### src/tmc_pkg.sv
// constants shared by the timer match compare unit
package tmc_pkg;

  // -------------------------------------------------------------------
  // unit count and compare mode field encodings
  // -------------------------------------------------------------------
  localparam int         NUM_UNITS   = 4;
  localparam logic [3:0] MODE_OFF    = 4'h0;
  localparam logic [3:0] MODE_TOGGLE = 4'h2;
  localparam logic [3:0] MODE_SET    = 4'h8;
  localparam logic [3:0] MODE_CLEAR  = 4'h9;
  localparam logic [3:0] MODE_SWINT  = 4'ha;
  localparam logic [3:0] MODE_SPECIAL = 4'hb;

  // -------------------------------------------------------------------
  // register byte offsets (8-bit address space)
  // -------------------------------------------------------------------
  localparam logic [7:0] UNIT_STRIDE = 8'h10;
  localparam logic [7:0] OFS_CTRL    = 8'h00;
  localparam logic [7:0] OFS_MLOW    = 8'h04;
  localparam logic [7:0] OFS_MHIGH   = 8'h08;
  localparam logic [7:0] OFS_TLOW    = 8'h40;
  localparam logic [7:0] OFS_THIGH   = 8'h44;
  localparam logic [7:0] OFS_STATUS  = 8'h48;
  localparam logic [7:0] OFS_MASK    = 8'h4c;

  // -------------------------------------------------------------------
  // field positions and reset values
  // -------------------------------------------------------------------
  localparam int         MODE_LSB      = 0;
  localparam int         ST_OVF_BIT    = 4;
  localparam logic [7:0] CTRL_FULL_MSK = 8'hff;
  localparam logic [7:0] CTRL_STD_MSK  = 8'h3f;
  localparam logic [7:0] CTRL_RST      = 8'h00;
  localparam logic [15:0] MATCH_RST    = 16'h0000;
  localparam logic [15:0] COUNT_RST    = 16'h0000;
  localparam logic [4:0] STAT_RST      = 5'h00;
  localparam logic [4:0] MASK_RST      = 5'h00;
  localparam logic [1:0] RESP_OKAY     = 2'h0;
  localparam logic [1:0] RESP_SLVERR   = 2'h2;

endpackage

### src/tmc_top.sv
// compare function of four capture/compare units with a shared timer
//
// The address map and the AXI4-Lite register port were chosen for this implementation.
`timescale 1ns/100ps

// Notes on behaviour
// - each unit compares its 16-bit match pair with the timer every cycle.
// - a match performs the one action chosen by the 4-bit mode field.
// - every compare mode sets the unit flag in the same cycle as the pin.
// - writing zero to a control register forces the output latch low.
// - mode 1010 raises only the flag and leaves the pin to port logic.
// - mode 1011 resets the timer and starts a conversion if enabled.
// - in special trigger mode the unit never drives its pin.
// - special trigger output rises at once when count equals match.
// - timer clears on the next timer tick following the match.
// - a special trigger reset never sets the timer overflow flag.
// - if the match is gone by the next tick, the timer reset is skipped.
// - four units, each with own control, match, flag and pin; units 2 and 3 keep only control bits 5:0.
module tmc_top
  import tmc_pkg::*;
(
  input  wire logic                 aclk,
  input  wire logic                 aresetn,
  input  wire logic [7:0]           s_axi_awaddr,
  input  wire logic                 s_axi_awvalid,
  output logic                      s_axi_awready,
  input  wire logic [31:0]          s_axi_wdata,
  input  wire logic [3:0]           s_axi_wstrb,
  input  wire logic                 s_axi_wvalid,
  output logic                      s_axi_wready,
  output logic [1:0]                s_axi_bresp,
  output logic                      s_axi_bvalid,
  input  wire logic                 s_axi_bready,
  input  wire logic [7:0]           s_axi_araddr,
  input  wire logic                 s_axi_arvalid,
  output logic                      s_axi_arready,
  output logic [31:0]               s_axi_rdata,
  output logic [1:0]                s_axi_rresp,
  output logic                      s_axi_rvalid,
  input  wire logic                 s_axi_rready,
  input  wire logic                 timer_tick_pin,
  input  wire logic                 adc_enable,
  output logic                      adc_start,
  output logic                      special_trigger,
  output logic [NUM_UNITS-1:0]      compare_output_pin,
  output logic [NUM_UNITS-1:0]      compare_output_oe,
  output logic                      irq
);

  // -------------------------------------------------------------------
  // declarations
  // -------------------------------------------------------------------
  logic [7:0]           aw_addr_r;
  logic                 aw_full_r;
  logic [7:0]           w_data_r;
  logic                 w_strb0_r;
  logic                 w_full_r;
  logic                 bvalid_r;
  logic [1:0]           bresp_r;
  logic                 rvalid_r;
  logic [1:0]           rresp_r;
  logic [31:0]          rdata_r;
  logic                 wr_fire;
  logic                 wr_hit;
  logic                 rd_fire;
  logic                 rd_hit;
  logic [7:0]           rd_byte;
  logic [7:0]           ctrl_r   [NUM_UNITS];
  logic [15:0]          match_r  [NUM_UNITS];
  logic [15:0]          count_r;
  logic [4:0]           status_r;
  logic [4:0]           mask_r;
  logic [NUM_UNITS-1:0] latch_r;
  logic [NUM_UNITS-1:0] match_prev_r;
  logic [NUM_UNITS-1:0] match_now;
  logic [NUM_UNITS-1:0] match_ev;
  logic [NUM_UNITS-1:0] is_special;
  logic [NUM_UNITS-1:0] flag_set;
  logic                 tick_s1_r;
  logic                 tick_s2_r;
  logic                 tick_s3_r;
  logic                 tick;
  logic                 timer_reset;
  logic                 timer_wrap;
  logic                 stat_clr;
  logic                 cnt_wr;

  // -------------------------------------------------------------------
  // address decode helpers
  // -------------------------------------------------------------------
  // map: unit n sits at n*0x10 with control +0x00, match low +0x04
  // and match high +0x08; +0x0c is a hole that answers with an error
  // timer count low 0x40, high 0x44, status 0x48, mask 0x4c
  // status bits 3:0 are the unit flags, bit 4 the timer overflow
  // each register is one byte in lane 0 of an aligned word; misaligned
  // or unmapped words answer with an error and change nothing
  function automatic logic addr_ok(input logic [7:0] a);
    logic ok;
    ok = 1'b0;
    if (a[1:0] != 2'b00) begin
      ok = 1'b0;
    end else if (a < UNIT_STRIDE * 4) begin
      ok = (a[3:0] != 4'hc);
    end else begin
      ok = (a == OFS_TLOW) || (a == OFS_THIGH) ||
           (a == OFS_STATUS) || (a == OFS_MASK);
    end
    return ok;
  endfunction

  function automatic logic is_cmp_mode(input logic [3:0] m);
    return (m == MODE_TOGGLE) || (m == MODE_SET) || (m == MODE_CLEAR) ||
           (m == MODE_SWINT) || (m == MODE_SPECIAL);
  endfunction

  // -------------------------------------------------------------------
  // write channel: address and data taken in either order
  // -------------------------------------------------------------------
  assign s_axi_awready = ~aw_full_r;
  assign s_axi_wready  = ~w_full_r;
  assign wr_fire       = aw_full_r & w_full_r & ~bvalid_r;
  assign wr_hit        = wr_fire & addr_ok(aw_addr_r) & w_strb0_r;
  assign s_axi_bvalid  = bvalid_r;
  assign s_axi_bresp   = bresp_r;

  // hold the write address until both halves are present
  always_ff @(posedge aclk) begin
    if (!aresetn) begin
      aw_full_r <= 1'b0;
      aw_addr_r <= 8'h00;
    end else if (s_axi_awvalid && !aw_full_r) begin
      aw_full_r <= 1'b1;
      aw_addr_r <= s_axi_awaddr;
    end else if (wr_fire) begin
      aw_full_r <= 1'b0;
    end
  end

  // only the low byte lane carries register data; 8-bit registers
  always_ff @(posedge aclk) begin
    if (!aresetn) begin
      w_full_r  <= 1'b0;
      w_data_r  <= 8'h00;
      w_strb0_r <= 1'b0;
    end else if (s_axi_wvalid && !w_full_r) begin
      w_full_r  <= 1'b1;
      w_data_r  <= s_axi_wdata[7:0];
      w_strb0_r <= s_axi_wstrb[0];
    end else if (wr_fire) begin
      w_full_r <= 1'b0;
    end
  end

  // a zero strobe on lane 0 still answers okay but writes nothing
  // write response one cycle after both halves are held
  always_ff @(posedge aclk) begin
    if (!aresetn) begin
      bvalid_r <= 1'b0;
      bresp_r  <= RESP_OKAY;
    end else if (wr_fire) begin
      bvalid_r <= 1'b1;
      bresp_r  <= addr_ok(aw_addr_r) ? RESP_OKAY : RESP_SLVERR;
    end else if (s_axi_bready) begin
      bvalid_r <= 1'b0;
    end
  end

  // -------------------------------------------------------------------
  // read channel
  // -------------------------------------------------------------------
  assign s_axi_arready = ~rvalid_r;
  assign rd_fire       = s_axi_arvalid & ~rvalid_r;
  assign rd_hit        = rd_fire & addr_ok(s_axi_araddr);
  assign stat_clr      = rd_hit & (s_axi_araddr == OFS_STATUS);
  assign s_axi_rvalid  = rvalid_r;
  assign s_axi_rdata   = rdata_r;
  assign s_axi_rresp   = rresp_r;

  // reading status is the only read with a side effect; a bus monitor
  // or debugger that peeks at 0x48 clears pending flags, so software
  // must collect every flag from the one read it makes
  // read data mux; unmapped addresses return zero
  always_comb begin
    rd_byte = 8'h00;
    if (s_axi_araddr < UNIT_STRIDE * 4) begin
      case (s_axi_araddr[3:0])
        OFS_CTRL[3:0]:  rd_byte = ctrl_r[s_axi_araddr[5:4]];
        OFS_MLOW[3:0]:  rd_byte = match_r[s_axi_araddr[5:4]][7:0];
        OFS_MHIGH[3:0]: rd_byte = match_r[s_axi_araddr[5:4]][15:8];
        default:        rd_byte = 8'h00;
      endcase
    end else begin
      case (s_axi_araddr)
        OFS_TLOW:   rd_byte = count_r[7:0];
        OFS_THIGH:  rd_byte = count_r[15:8];
        OFS_STATUS: rd_byte = {3'b000, status_r};
        OFS_MASK:   rd_byte = {3'b000, mask_r};
        default:    rd_byte = 8'h00;
      endcase
    end
  end

  // read answer one cycle after the address is taken
  always_ff @(posedge aclk) begin
    if (!aresetn) begin
      rvalid_r <= 1'b0;
      rdata_r  <= 32'h0000_0000;
      rresp_r  <= RESP_OKAY;
    end else if (rd_fire) begin
      rvalid_r <= 1'b1;
      rdata_r  <= {24'h00_0000, rd_byte};
      rresp_r  <= addr_ok(s_axi_araddr) ? RESP_OKAY : RESP_SLVERR;
    end else if (s_axi_rready) begin
      rvalid_r <= 1'b0;
    end
  end

  // -------------------------------------------------------------------
  // timer tick input: two flops, then a rising edge detect
  // -------------------------------------------------------------------
  always_ff @(posedge aclk) begin
    if (!aresetn) begin
      tick_s1_r <= 1'b0;
      tick_s2_r <= 1'b0;
      tick_s3_r <= 1'b0;
    end else begin
      tick_s1_r <= timer_tick_pin;
      tick_s2_r <= tick_s1_r;
      tick_s3_r <= tick_s2_r;
    end
  end
  // the pin is sampled twice before logic looks at it; the third flop
  // only keeps the last level to find rising edges, which costs three
  // cycles of latency between the pin edge and the count step
  assign tick = tick_s2_r & ~tick_s3_r;

  // -------------------------------------------------------------------
  // shared timer
  // -------------------------------------------------------------------
  // the reset is decided at the tick itself, so a match pair rewritten
  // since the trigger edge no longer matches and the reset drops out
  assign timer_reset = tick & |(is_special & match_now);
  assign timer_wrap  = tick & ~timer_reset & ~cnt_wr &
                       (count_r == 16'hffff);

  // a count write wins over a tick in the same cycle; that tick is lost
  // and must not report an overflow either
  assign cnt_wr      = wr_hit &
                       (aw_addr_r == OFS_TLOW || aw_addr_r == OFS_THIGH);

  // software writes win over the tick in the same cycle
  always_ff @(posedge aclk) begin
    if (!aresetn) begin
      count_r <= COUNT_RST;
    end else if (wr_hit && aw_addr_r == OFS_TLOW) begin
      count_r[7:0] <= w_data_r;
    end else if (wr_hit && aw_addr_r == OFS_THIGH) begin
      count_r[15:8] <= w_data_r;
    end else if (timer_reset) begin
      count_r <= COUNT_RST;
    end else if (tick) begin
      count_r <= count_r + 16'h0001;
    end
  end

  // -------------------------------------------------------------------
  // per-unit registers, match detect and pin latch
  // -------------------------------------------------------------------
  for (genvar i = 0; i < NUM_UNITS; i++) begin : g_unit
    localparam logic [7:0] BASE = 8'(i * 16);
    localparam logic [7:0] CMSK = (i < 2) ? CTRL_FULL_MSK : CTRL_STD_MSK;
    logic [3:0] mode;

    assign mode          = ctrl_r[i][MODE_LSB +: 4];
    assign match_now[i]  = (count_r == match_r[i]);
    assign match_ev[i]   = match_now[i] & ~match_prev_r[i];
    assign is_special[i] = (mode == MODE_SPECIAL);
    assign flag_set[i]   = match_ev[i] & is_cmp_mode(mode);
    // pin only driven in toggle, set and clear modes
    assign compare_output_oe[i] = (mode == MODE_TOGGLE) ||
                                  (mode == MODE_SET) ||
                                  (mode == MODE_CLEAR);

    // control register; upper bits absent on the standard units
    always_ff @(posedge aclk) begin
      if (!aresetn) begin
        ctrl_r[i] <= CTRL_RST;
      end else if (wr_hit && aw_addr_r == BASE + OFS_CTRL) begin
        ctrl_r[i] <= w_data_r & CMSK;
      end
    end

    // the pair is written a byte at a time, so an update passes through
    // a mixed value that may match for a moment; software that cares
    // should put the unit in mode zero while it rewrites the pair
    // match register pair, one byte per register
    always_ff @(posedge aclk) begin
      if (!aresetn) begin
        match_r[i] <= MATCH_RST;
      end else if (wr_hit && aw_addr_r == BASE + OFS_MLOW) begin
        match_r[i][7:0] <= w_data_r;
      end else if (wr_hit && aw_addr_r == BASE + OFS_MHIGH) begin
        match_r[i][15:8] <= w_data_r;
      end
    end

    // one event per new match, even while the timer dwells on a value
    always_ff @(posedge aclk) begin
      if (!aresetn) begin
        match_prev_r[i] <= 1'b0;
      end else begin
        match_prev_r[i] <= match_now[i];
      end
    end

    // only a control word of zero forces the latch low; changing modes
    // keeps the level, so a set or clear mode starts from the old pin
    // compare output latch, updated in the cycle the flag is set
    always_ff @(posedge aclk) begin
      if (!aresetn) begin
        latch_r[i] <= 1'b0;
      end else if (wr_hit && aw_addr_r == BASE + OFS_CTRL &&
                   w_data_r == 8'h00) begin
        latch_r[i] <= 1'b0;
      end else if (match_ev[i]) begin
        case (mode)
          MODE_TOGGLE: latch_r[i] <= ~latch_r[i];
          MODE_SET:    latch_r[i] <= 1'b1;
          MODE_CLEAR:  latch_r[i] <= 1'b0;
          default:     latch_r[i] <= latch_r[i];
        endcase
      end
    end
  end

  assign compare_output_pin = latch_r;

  // -------------------------------------------------------------------
  // special trigger and conversion start
  // -------------------------------------------------------------------
  // the trigger is a level that stands while the count equals the match;
  // a converter that wants a pulse must find the edge itself
  // combinational so the trigger appears with the match itself
  assign special_trigger = |(is_special & match_now);
  assign adc_start       = special_trigger & adc_enable;

  // -------------------------------------------------------------------
  // sticky status, mask and interrupt
  // -------------------------------------------------------------------
  // no other path clears a flag: only the status read does
  // a read clears status, but an event in the same cycle survives;
  // the overflow bit ignores trigger resets since those never wrap
  always_ff @(posedge aclk) begin
    if (!aresetn) begin
      status_r <= STAT_RST;
    end else begin
      status_r <= (stat_clr ? STAT_RST : status_r) |
                  {timer_wrap, flag_set};
    end
  end

  // interrupt mask, same layout as status
  always_ff @(posedge aclk) begin
    if (!aresetn) begin
      mask_r <= MASK_RST;
    end else if (wr_hit && aw_addr_r == OFS_MASK) begin
      mask_r <= w_data_r[4:0];
    end
  end

  // level output; it drops only on a status read or a mask write
  assign irq = |(status_r & mask_r);

endmodule

### config.mk
export PLATFORM = sky130hd
export DESIGN_NAME = tmc_top
export DESIGN_NICKNAME = d
export VERILOG_FILES = /design/src/tmc_pkg.sv /design/src/tmc_top.sv
export SDC_FILE = /design/constraint.sdc
export NUM_CORES = 1
export LEC_CHECK = 0
export BUFFER_PORTS_ARGS = -buffer_cell sky130_fd_sc_hd__clkbuf_2
export CAP_MARGIN = 20
export CORE_MARGIN = 2
export CORE_UTILIZATION = 60
export CTS_BUF_LIST = sky130_fd_sc_hd__clkbuf_4
export DETAILED_ROUTE_END_ITERATION = 8
export GPL_ROUTABILITY_DRIVEN = 0
export HOLD_SLACK_MARGIN = 0.15
export PLACE_DENSITY = 0.82
export REMOVE_ABC_BUFFERS = 1
export SYNTH_ARGS = -nofsm -noshare
export SYNTH_HDL_FRONTEND = slang
export SYNTH_SLANG_ARGS = --single-unit
### constraint.sdc
create_clock -name aclk -period 3.3 [get_ports aclk]
set_clock_uncertainty 0.1 [all_clocks]
set_input_delay 0.66 -clock aclk [delete_from_list [all_inputs] [get_ports aclk]]
set_output_delay 0.66 -clock aclk [all_outputs]
set_load 0.005 [all_outputs]
==> impl_metrics.toml, run 1 <==
[sta]
fin_crit_sh_pct = 98.38
worst_pin_slew_ps = 899.1
hold_viol_final = 0
fin_crit_ps = 3246
fmax_mhz = 308.0
relSlewSlack_pct = 39.94
setup_viol = 0
rsz0062_at_grt = "false"
fin_setup_tns_ps = 0
final_max_slew_viol_count = 0

[hold_path]
hold_class = "input pin to flip-flop"

[floorplanning]
fp.dieW_microns = 126.3
start_util_pct = 61.48
row_count = 44
pin_count = 113
core_area_sq_um = 14590
die_h_microns = 126.3
die_area_sq_um = 15940

[critical_path]
path_class = "flip-flop to primary output"
critPathTopFamily = "simple AND/OR/NAND/NOR gates"
endpoint_kind = "primary output"
cp-start-kind = "flip-flop"
critPathMaxFanout = 5
cpMaxStageDelayCell = "dfxtp_1"
critPathBufInv = 2
cp_data_arrival_time_ps = 2490
max_stage_delay_ps = 520
cp_cell_sequence = "xnor2_1 > nand4_1 > nor4_1 > buf_4 > nor4b_4 > a2111oi_4 > nor2b_1 > clkbuf_2"
required_ps = 2540

[synth]
syn_area_sq_um = 8970
yosys.area.top_type = "edfxtp_1"
ys_ff_latch = 160
netlist.area_leader.share_pct = 30.80
synthAdderAreaFrac_pct = 0.1395
synthArstFlopShare_pct = 0
syn_avg_cell_area_sq_um = 10.29
ys_seq_area_share_pct = 45.98
synthFlopType = "edfxtp_1"
synth_compound_gate_area_share_pct = 10.10
synth_edf_count = 92
synthDistinctLibCells = 68
synth_cells = 872
synth-simple-area-share_pct = 21.58
ys_top_cells_by_area = "edfxtp_1 31%, dfxtp_1 15%, and2_1 6.8%"
yosys.area_share.xor_xnor_pct = 6.249
synth_top_family_by_area = "simple AND/OR/NAND/NOR gates"
muxShareOfSynthArea_pct = 8.872
ys_warn_count = 0

[global_route]
antenna_found_initial = 0
grt_start_max_net_pins = 43
track_usage_pct = 29.03
grt_pass1_wl_microns = 35390
overflow = 0
first_global_vias = 6546

[job]
drv_cap = 0

[routing]
dr.pass1.iters = 6
viasPerCell = 6.159
routed-via-count = 7040
drc = 0
postRouteAntennaNets = 0
routed_wl_microns = 22800
drtIter0Drc = 881
wire_per_inst_microns = 19.94

[cells_and_area]
fin_util_pct = 67.47
drive_gt1_share_pct = 22.31
syn2layout_area_growth_pct = 9.736
diodes = 0
fin_nets = 1008

[power]
total_power_mw = 3.970
vdd_drop_max_v = 0.0003065
leakage_nw = 3.830
power.density_nw_per_um2 = 403.4

[outcome]
run_status = "finished clean"

[placed_design]
portBuffers = 59
dp_hpwl_microns = 16640

[clock_tree]
cts_tree = "yes"
cts_sinks = 160
clk_latency_ps = 580
clockBufferDepth = 2
cts_buffers = 17
root_buffer = "clkbuf_4"
cts.clk_slew.worst_paths_ps = 140
cts.htree.levels = 4
-- repair_timing --
action,4_1_cts,5_1_grt
endpoints found under the setup margin,2,2
gates cloned,0,0
hold endpoints to repair,1,0
pin swaps,5,9
setup buffers,5,8
hold buffers,1,0
gates resized for setup,16,9
-- worst reg2reg max path, stage by stage, from the launching register on --
cell and delay, ps:
dfxtp_1 520, xnor2_1 170, nand4_1 100, nor4_1 300, buf_4 200, nor4b_4 290
buf_4 170, buf_4 90, buf_4 100, a2111oi_4 30, buf_4 260, a31oi_1 200
o21ai_1 70
-- layout by cell type, fill, tap and decap left out, types with 13 or more instances in the layout --
cell,count
inv_1,14
edfxtp_1,92
clkbuf_4,19
and2_1,98
xor2_1,40
dfxtp_1,57
nor3_1,18
conb_1,26
a21oi_1,42
nor2_1,61
clkbuf_2,59
xnor2_1,20
o21ai_0,43
nor4_1,13
nand2_1,75
mux4_2,22
buf_4,50
a31oi_1,21
nand3_1,17
mux2i_1,30
-- cell usage after synthesis (3+ instances only) --
library cell,count
and2_1,98
edfxtp_1,92
nand2_1,76
dfxtp_1,68
nor2_1,62
o21ai_0,43
a21oi_1,42
xor2_1,40
buf_4,34
mux2i_1,30
clkbuf_1,26
xnor2_1,24
mux4_2,22
a31oi_1,21
nor3_1,18
nand3_1,17
nor4_1,16
inv_1,14
nand4_1,10
buf_6,9
a221oi_1,8
nor2b_1,8
o21ai_1,7
buf_2,6
a22oi_1,5
nand2b_1,5
o22ai_1,5
or2_2,5
or3_1,5
and3_2,4
clkbuf_8,4
o221ai_1,3
-- per-layer routing --
layer / global-route usage [%] / wire (microns) / vias to the layer above
met5: 0 / 0 / -
met4: 13.77 / 1014 / 0
met3: 5.735 / 2246 / 95
met2: 44.18 / 10240 / 442
met1: 40.29 / 9298 / 3283
li1: - / - / 3220
-- cell families (layout without fill, tap and decap cells) --
family	after synthesis	after routing
AOI/OAI and AO/OA	147	147
xor gates and xnor gates	64	64
adders and majority gates	1	1
buffers and inverters	96	158
DFF	160	160
muxes	52	52
other	1	26
and+or+nand+nor	351	351
-- metrics by stage --
stage                     worst slack (ps)  hold slack, ps  std cells  area (sq um)
after floorplan                      766.1           311.8        816          8488
after global placement               282.0           324.2       1097          9299
after detailed placement             225.7           327.0       1097          9299
after CTS                            31.96           171.0       1135          9727
after global routing                 9.207           189.9       1143          9843
final                                53.56           177.6       1143          9843
-- state kept, by name (all words and copies together), names as in the netlist, 4 cells and up --
register and count:
ctrl_r 28, count_r 16, s_axi_rdata 8, status_r 5, match_r 64, mask_r 5, match_prev_r 4, aw_addr_r 8
compare_output_pin 4, w_data_r 8
-- cell type report --
cell class / count / area, sq um
clock buffers: 19 / 142.6
clock inverters: 13 / 185.2
fillers: 1098 / 4746
inverters: 15 / 56.30
multi-input cells: 641 / 4385
flip-flops and latches: 160 / 4143
well taps: 184 / 230.2
repair buffers: 111 / 700.7
-- power by group --
group          internal, mW  switching [mW]
sequential             2.17          0.0814
clock                 0.623           0.698
combinational         0.167           0.231
-- path summary, 6_finish.rpt --
check | startpoint | endpoint | slack (ps) | depth (start not counted)
worst min-delay path | s_axi_wdata[0] | w_data_r[0] | 180 | 3
worst max register to register | count_r[3] | count_r[8] | 600 | 12
worst max-delay path | count_r[3] | adc_start | 50 | 8
worst min register to register | tick_s1_r | tick_s2_r | 350 | 1
(Power assumes the default switching activity.)
==> run 2, diff against run 1 <==
Settings changed: PLACE_DENSITY 0.82 to default, PLACE_DENSITY_LB_ADDON from default to 0.3.
Clock period 3.3 ns to 3.6 ns, I/O delays scaled along.
==> run 2 against run 1 <==
Against the previous run:
- combinational power shrank 9.0%
- clock power shrank 18%
- final cell count shrank 1.3%
- setup slack gained 23 ps
- clock-buffer cell count grew 4
- global-route usage grew 0.097 points
- non-clock buffer count shrank 16
- first-iteration DRC count shrank 0.79%
- sequential share of layout area grew 1.1 points
==> impl_metrics.toml, run 2 (same netlist as run 1, synthesis figures left out) <==
[placed_design]
place_area_sq_um = 9254
dp.cells = 1091
dp_hpwl_microns = 16640
portBuffers = 59
place_ws_ps = 433.3

[sta]
hold_viol_final = 0
fmax_mhz = 283.8
final_max_slew_viol_count = 0
fin_setup_tns_ps = 0
worst_slack_ps = 76.56
fin_crit_sh_pct = 97.87
fin_crit_ps = 3523
setup_viol = 0
hold_ws_ps = 207.9
relSlewSlack_pct = 41.13
worst_pin_slew_ps = 881.3

[clock_tree]
root_buffer = "clkbuf_4"
cts.htree.levels = 4
clk_latency_ps = 600
cts_sinks = 160
cts.clk_slew.worst_paths_ps = 130
clockBufferDepth = 2
cts_buffers = 17
cts_tree = "yes"

[critical_path]
cp-start-kind = "flip-flop"
required_ps = 2780
critPathMaxFanout = 7
path_class = "flip-flop to primary output"
cp_data_arrival_time_ps = 2700
endpoint_kind = "primary output"

[cells_and_area]
drive_gt1_share_pct = 20.57
syn2layout_area_growth_pct = 7.086
finalNonFillerCells = 1128
fin_nets = 992
largestRegisters = "match_r (64), ctrl_r (28), count_r (16)"
final_cell_area_sq_um = 9605
mostFrequentLayoutCell = "and2_1"
final_cell_mix = "98 x and2_1, 92 x edfxtp_1, 76 x nand2_1, 61 x nor2_1, 59 x clkbuf_2"
largest_reg_flops = 64
largest_register = "match_r"

[global_route]
antenna_found_initial = 1
overflow = 0
track_usage_pct = 29.12
grt_start_max_net_pins = 35
grt_pass1_wl_microns = 35330
first_global_vias = 6510

[floorplanning]
pin_count = 113
die_area_sq_um = 15940
fp.dieW_microns = 126.3
die_h_microns = 126.3
start_util_pct = 61.48
row_count = 44
core_area_sq_um = 14590

[routing]
viasPerCell = 6.138
drc = 0
postRouteAntennaNets = 0
drtIter0Drc = 874
routed_wl_microns = 22550
wire_per_inst_microns = 19.99
dr.pass1.iters = 5
routed-via-count = 6924

[hold_path]
hold_class = "input pin to flip-flop"

[power]
power_frac_comb_pct = 10.3
clkPwrFrac_pct = 30.9
p_int_mw = 2.595
leakage_nw = 3.700
power.density_nw_per_um2 = 364.5
seqPwrFrac_pct = 58.8
power_switching_mw = 0.9059
vdd_drop_max_v = 0.0003875
swShare_pct = 25.88

[outcome]
run_status = "finished clean"

[job]
drv_cap = 0
## run 2: cell types whose count changed in the layout (fill, tap and decap cells not counted), moves of 2 or more
cell / delta
clkinvlp_4: +2
xnor2_2: -4
nor4_1: +2
clkinv_2: -2
dfxtp_1: -2
nor4_2: -2
buf_4: -14
xnor2_1: +4
bufinv_16: -2
dfxtp_2: +2
clkbuf_4: +4
## run 2: final cells by class
cell class / count / area (sq um)
antenna: 1 / 2.502
clock buffer: 23 / 172.7
clock inverter: 9 / 110.1
fill: 1176 / 4984
inverter: 15 / 56.30
multi-input combinational: 641 / 4323
sequential: 160 / 4145
tap: 184 / 230.2
timing repair buffer: 95 / 565.5
## run 2: power by group through the flow
stage	clock (mW)	sequential [mW]	combinational, mW
floorplan	0	2.08	0.197
global placement	0	2.10	0.349
detailed placement	0	2.10	0.355
CTS	1.09	2.06	0.356
global route	1.17	2.07	0.393
finish	1.08	2.06	0.362
## run 2: timing repair
action                                  4_1_cts  5_1_grt
resized for setup                             9        9
setup buffers                                 1        3
pin swaps                                     1        1
endpoints found under the setup margin        2        2
hold buffers                                  0        0
## run 2: metrics by stage
step	total power [mW]	utilization [%]
6_report	3.501	65.84
5_1_grt	3.626	65.84
4_1_cts	3.506	65.51
3_5_place_dp	2.454	63.43
3_3_place_gp	2.444	63.43
2_1_floorplan	2.278	-
## run 2: worst paths after layout
path                                endpoint            from  cells past startpoint  slack [ps]
worst max-delay path               adc_start  match_r[2][15]                      8          80
worst max register to register  ctrl_r[2][5]    aw_addr_r[0]                      5         880
worst min register to register     tick_s2_r       tick_s1_r                      1         360
worst min-delay path            s_axi_rvalid    s_axi_rready                      2         210
## run 2: layer usage
layer  vias to the layer above  track usage, %  share of wire [%]
li1                       3187               -                  -
met1                      3248           39.28                 41
met2                       428           45.03                 46
met3                        61           6.669                9.7
met4                         0           13.45                3.6
met5                         -               0                  0
## run 2: critical path, stage by stage (launching register included)
cell and delay (ps):
edfxtp_1 460, xor2_1 200, nor4_2 410, nand4_1 250, nor2_2 280, a2111oi_2 70, buf_4 210, nor2b_1 110
clkbuf_2 120
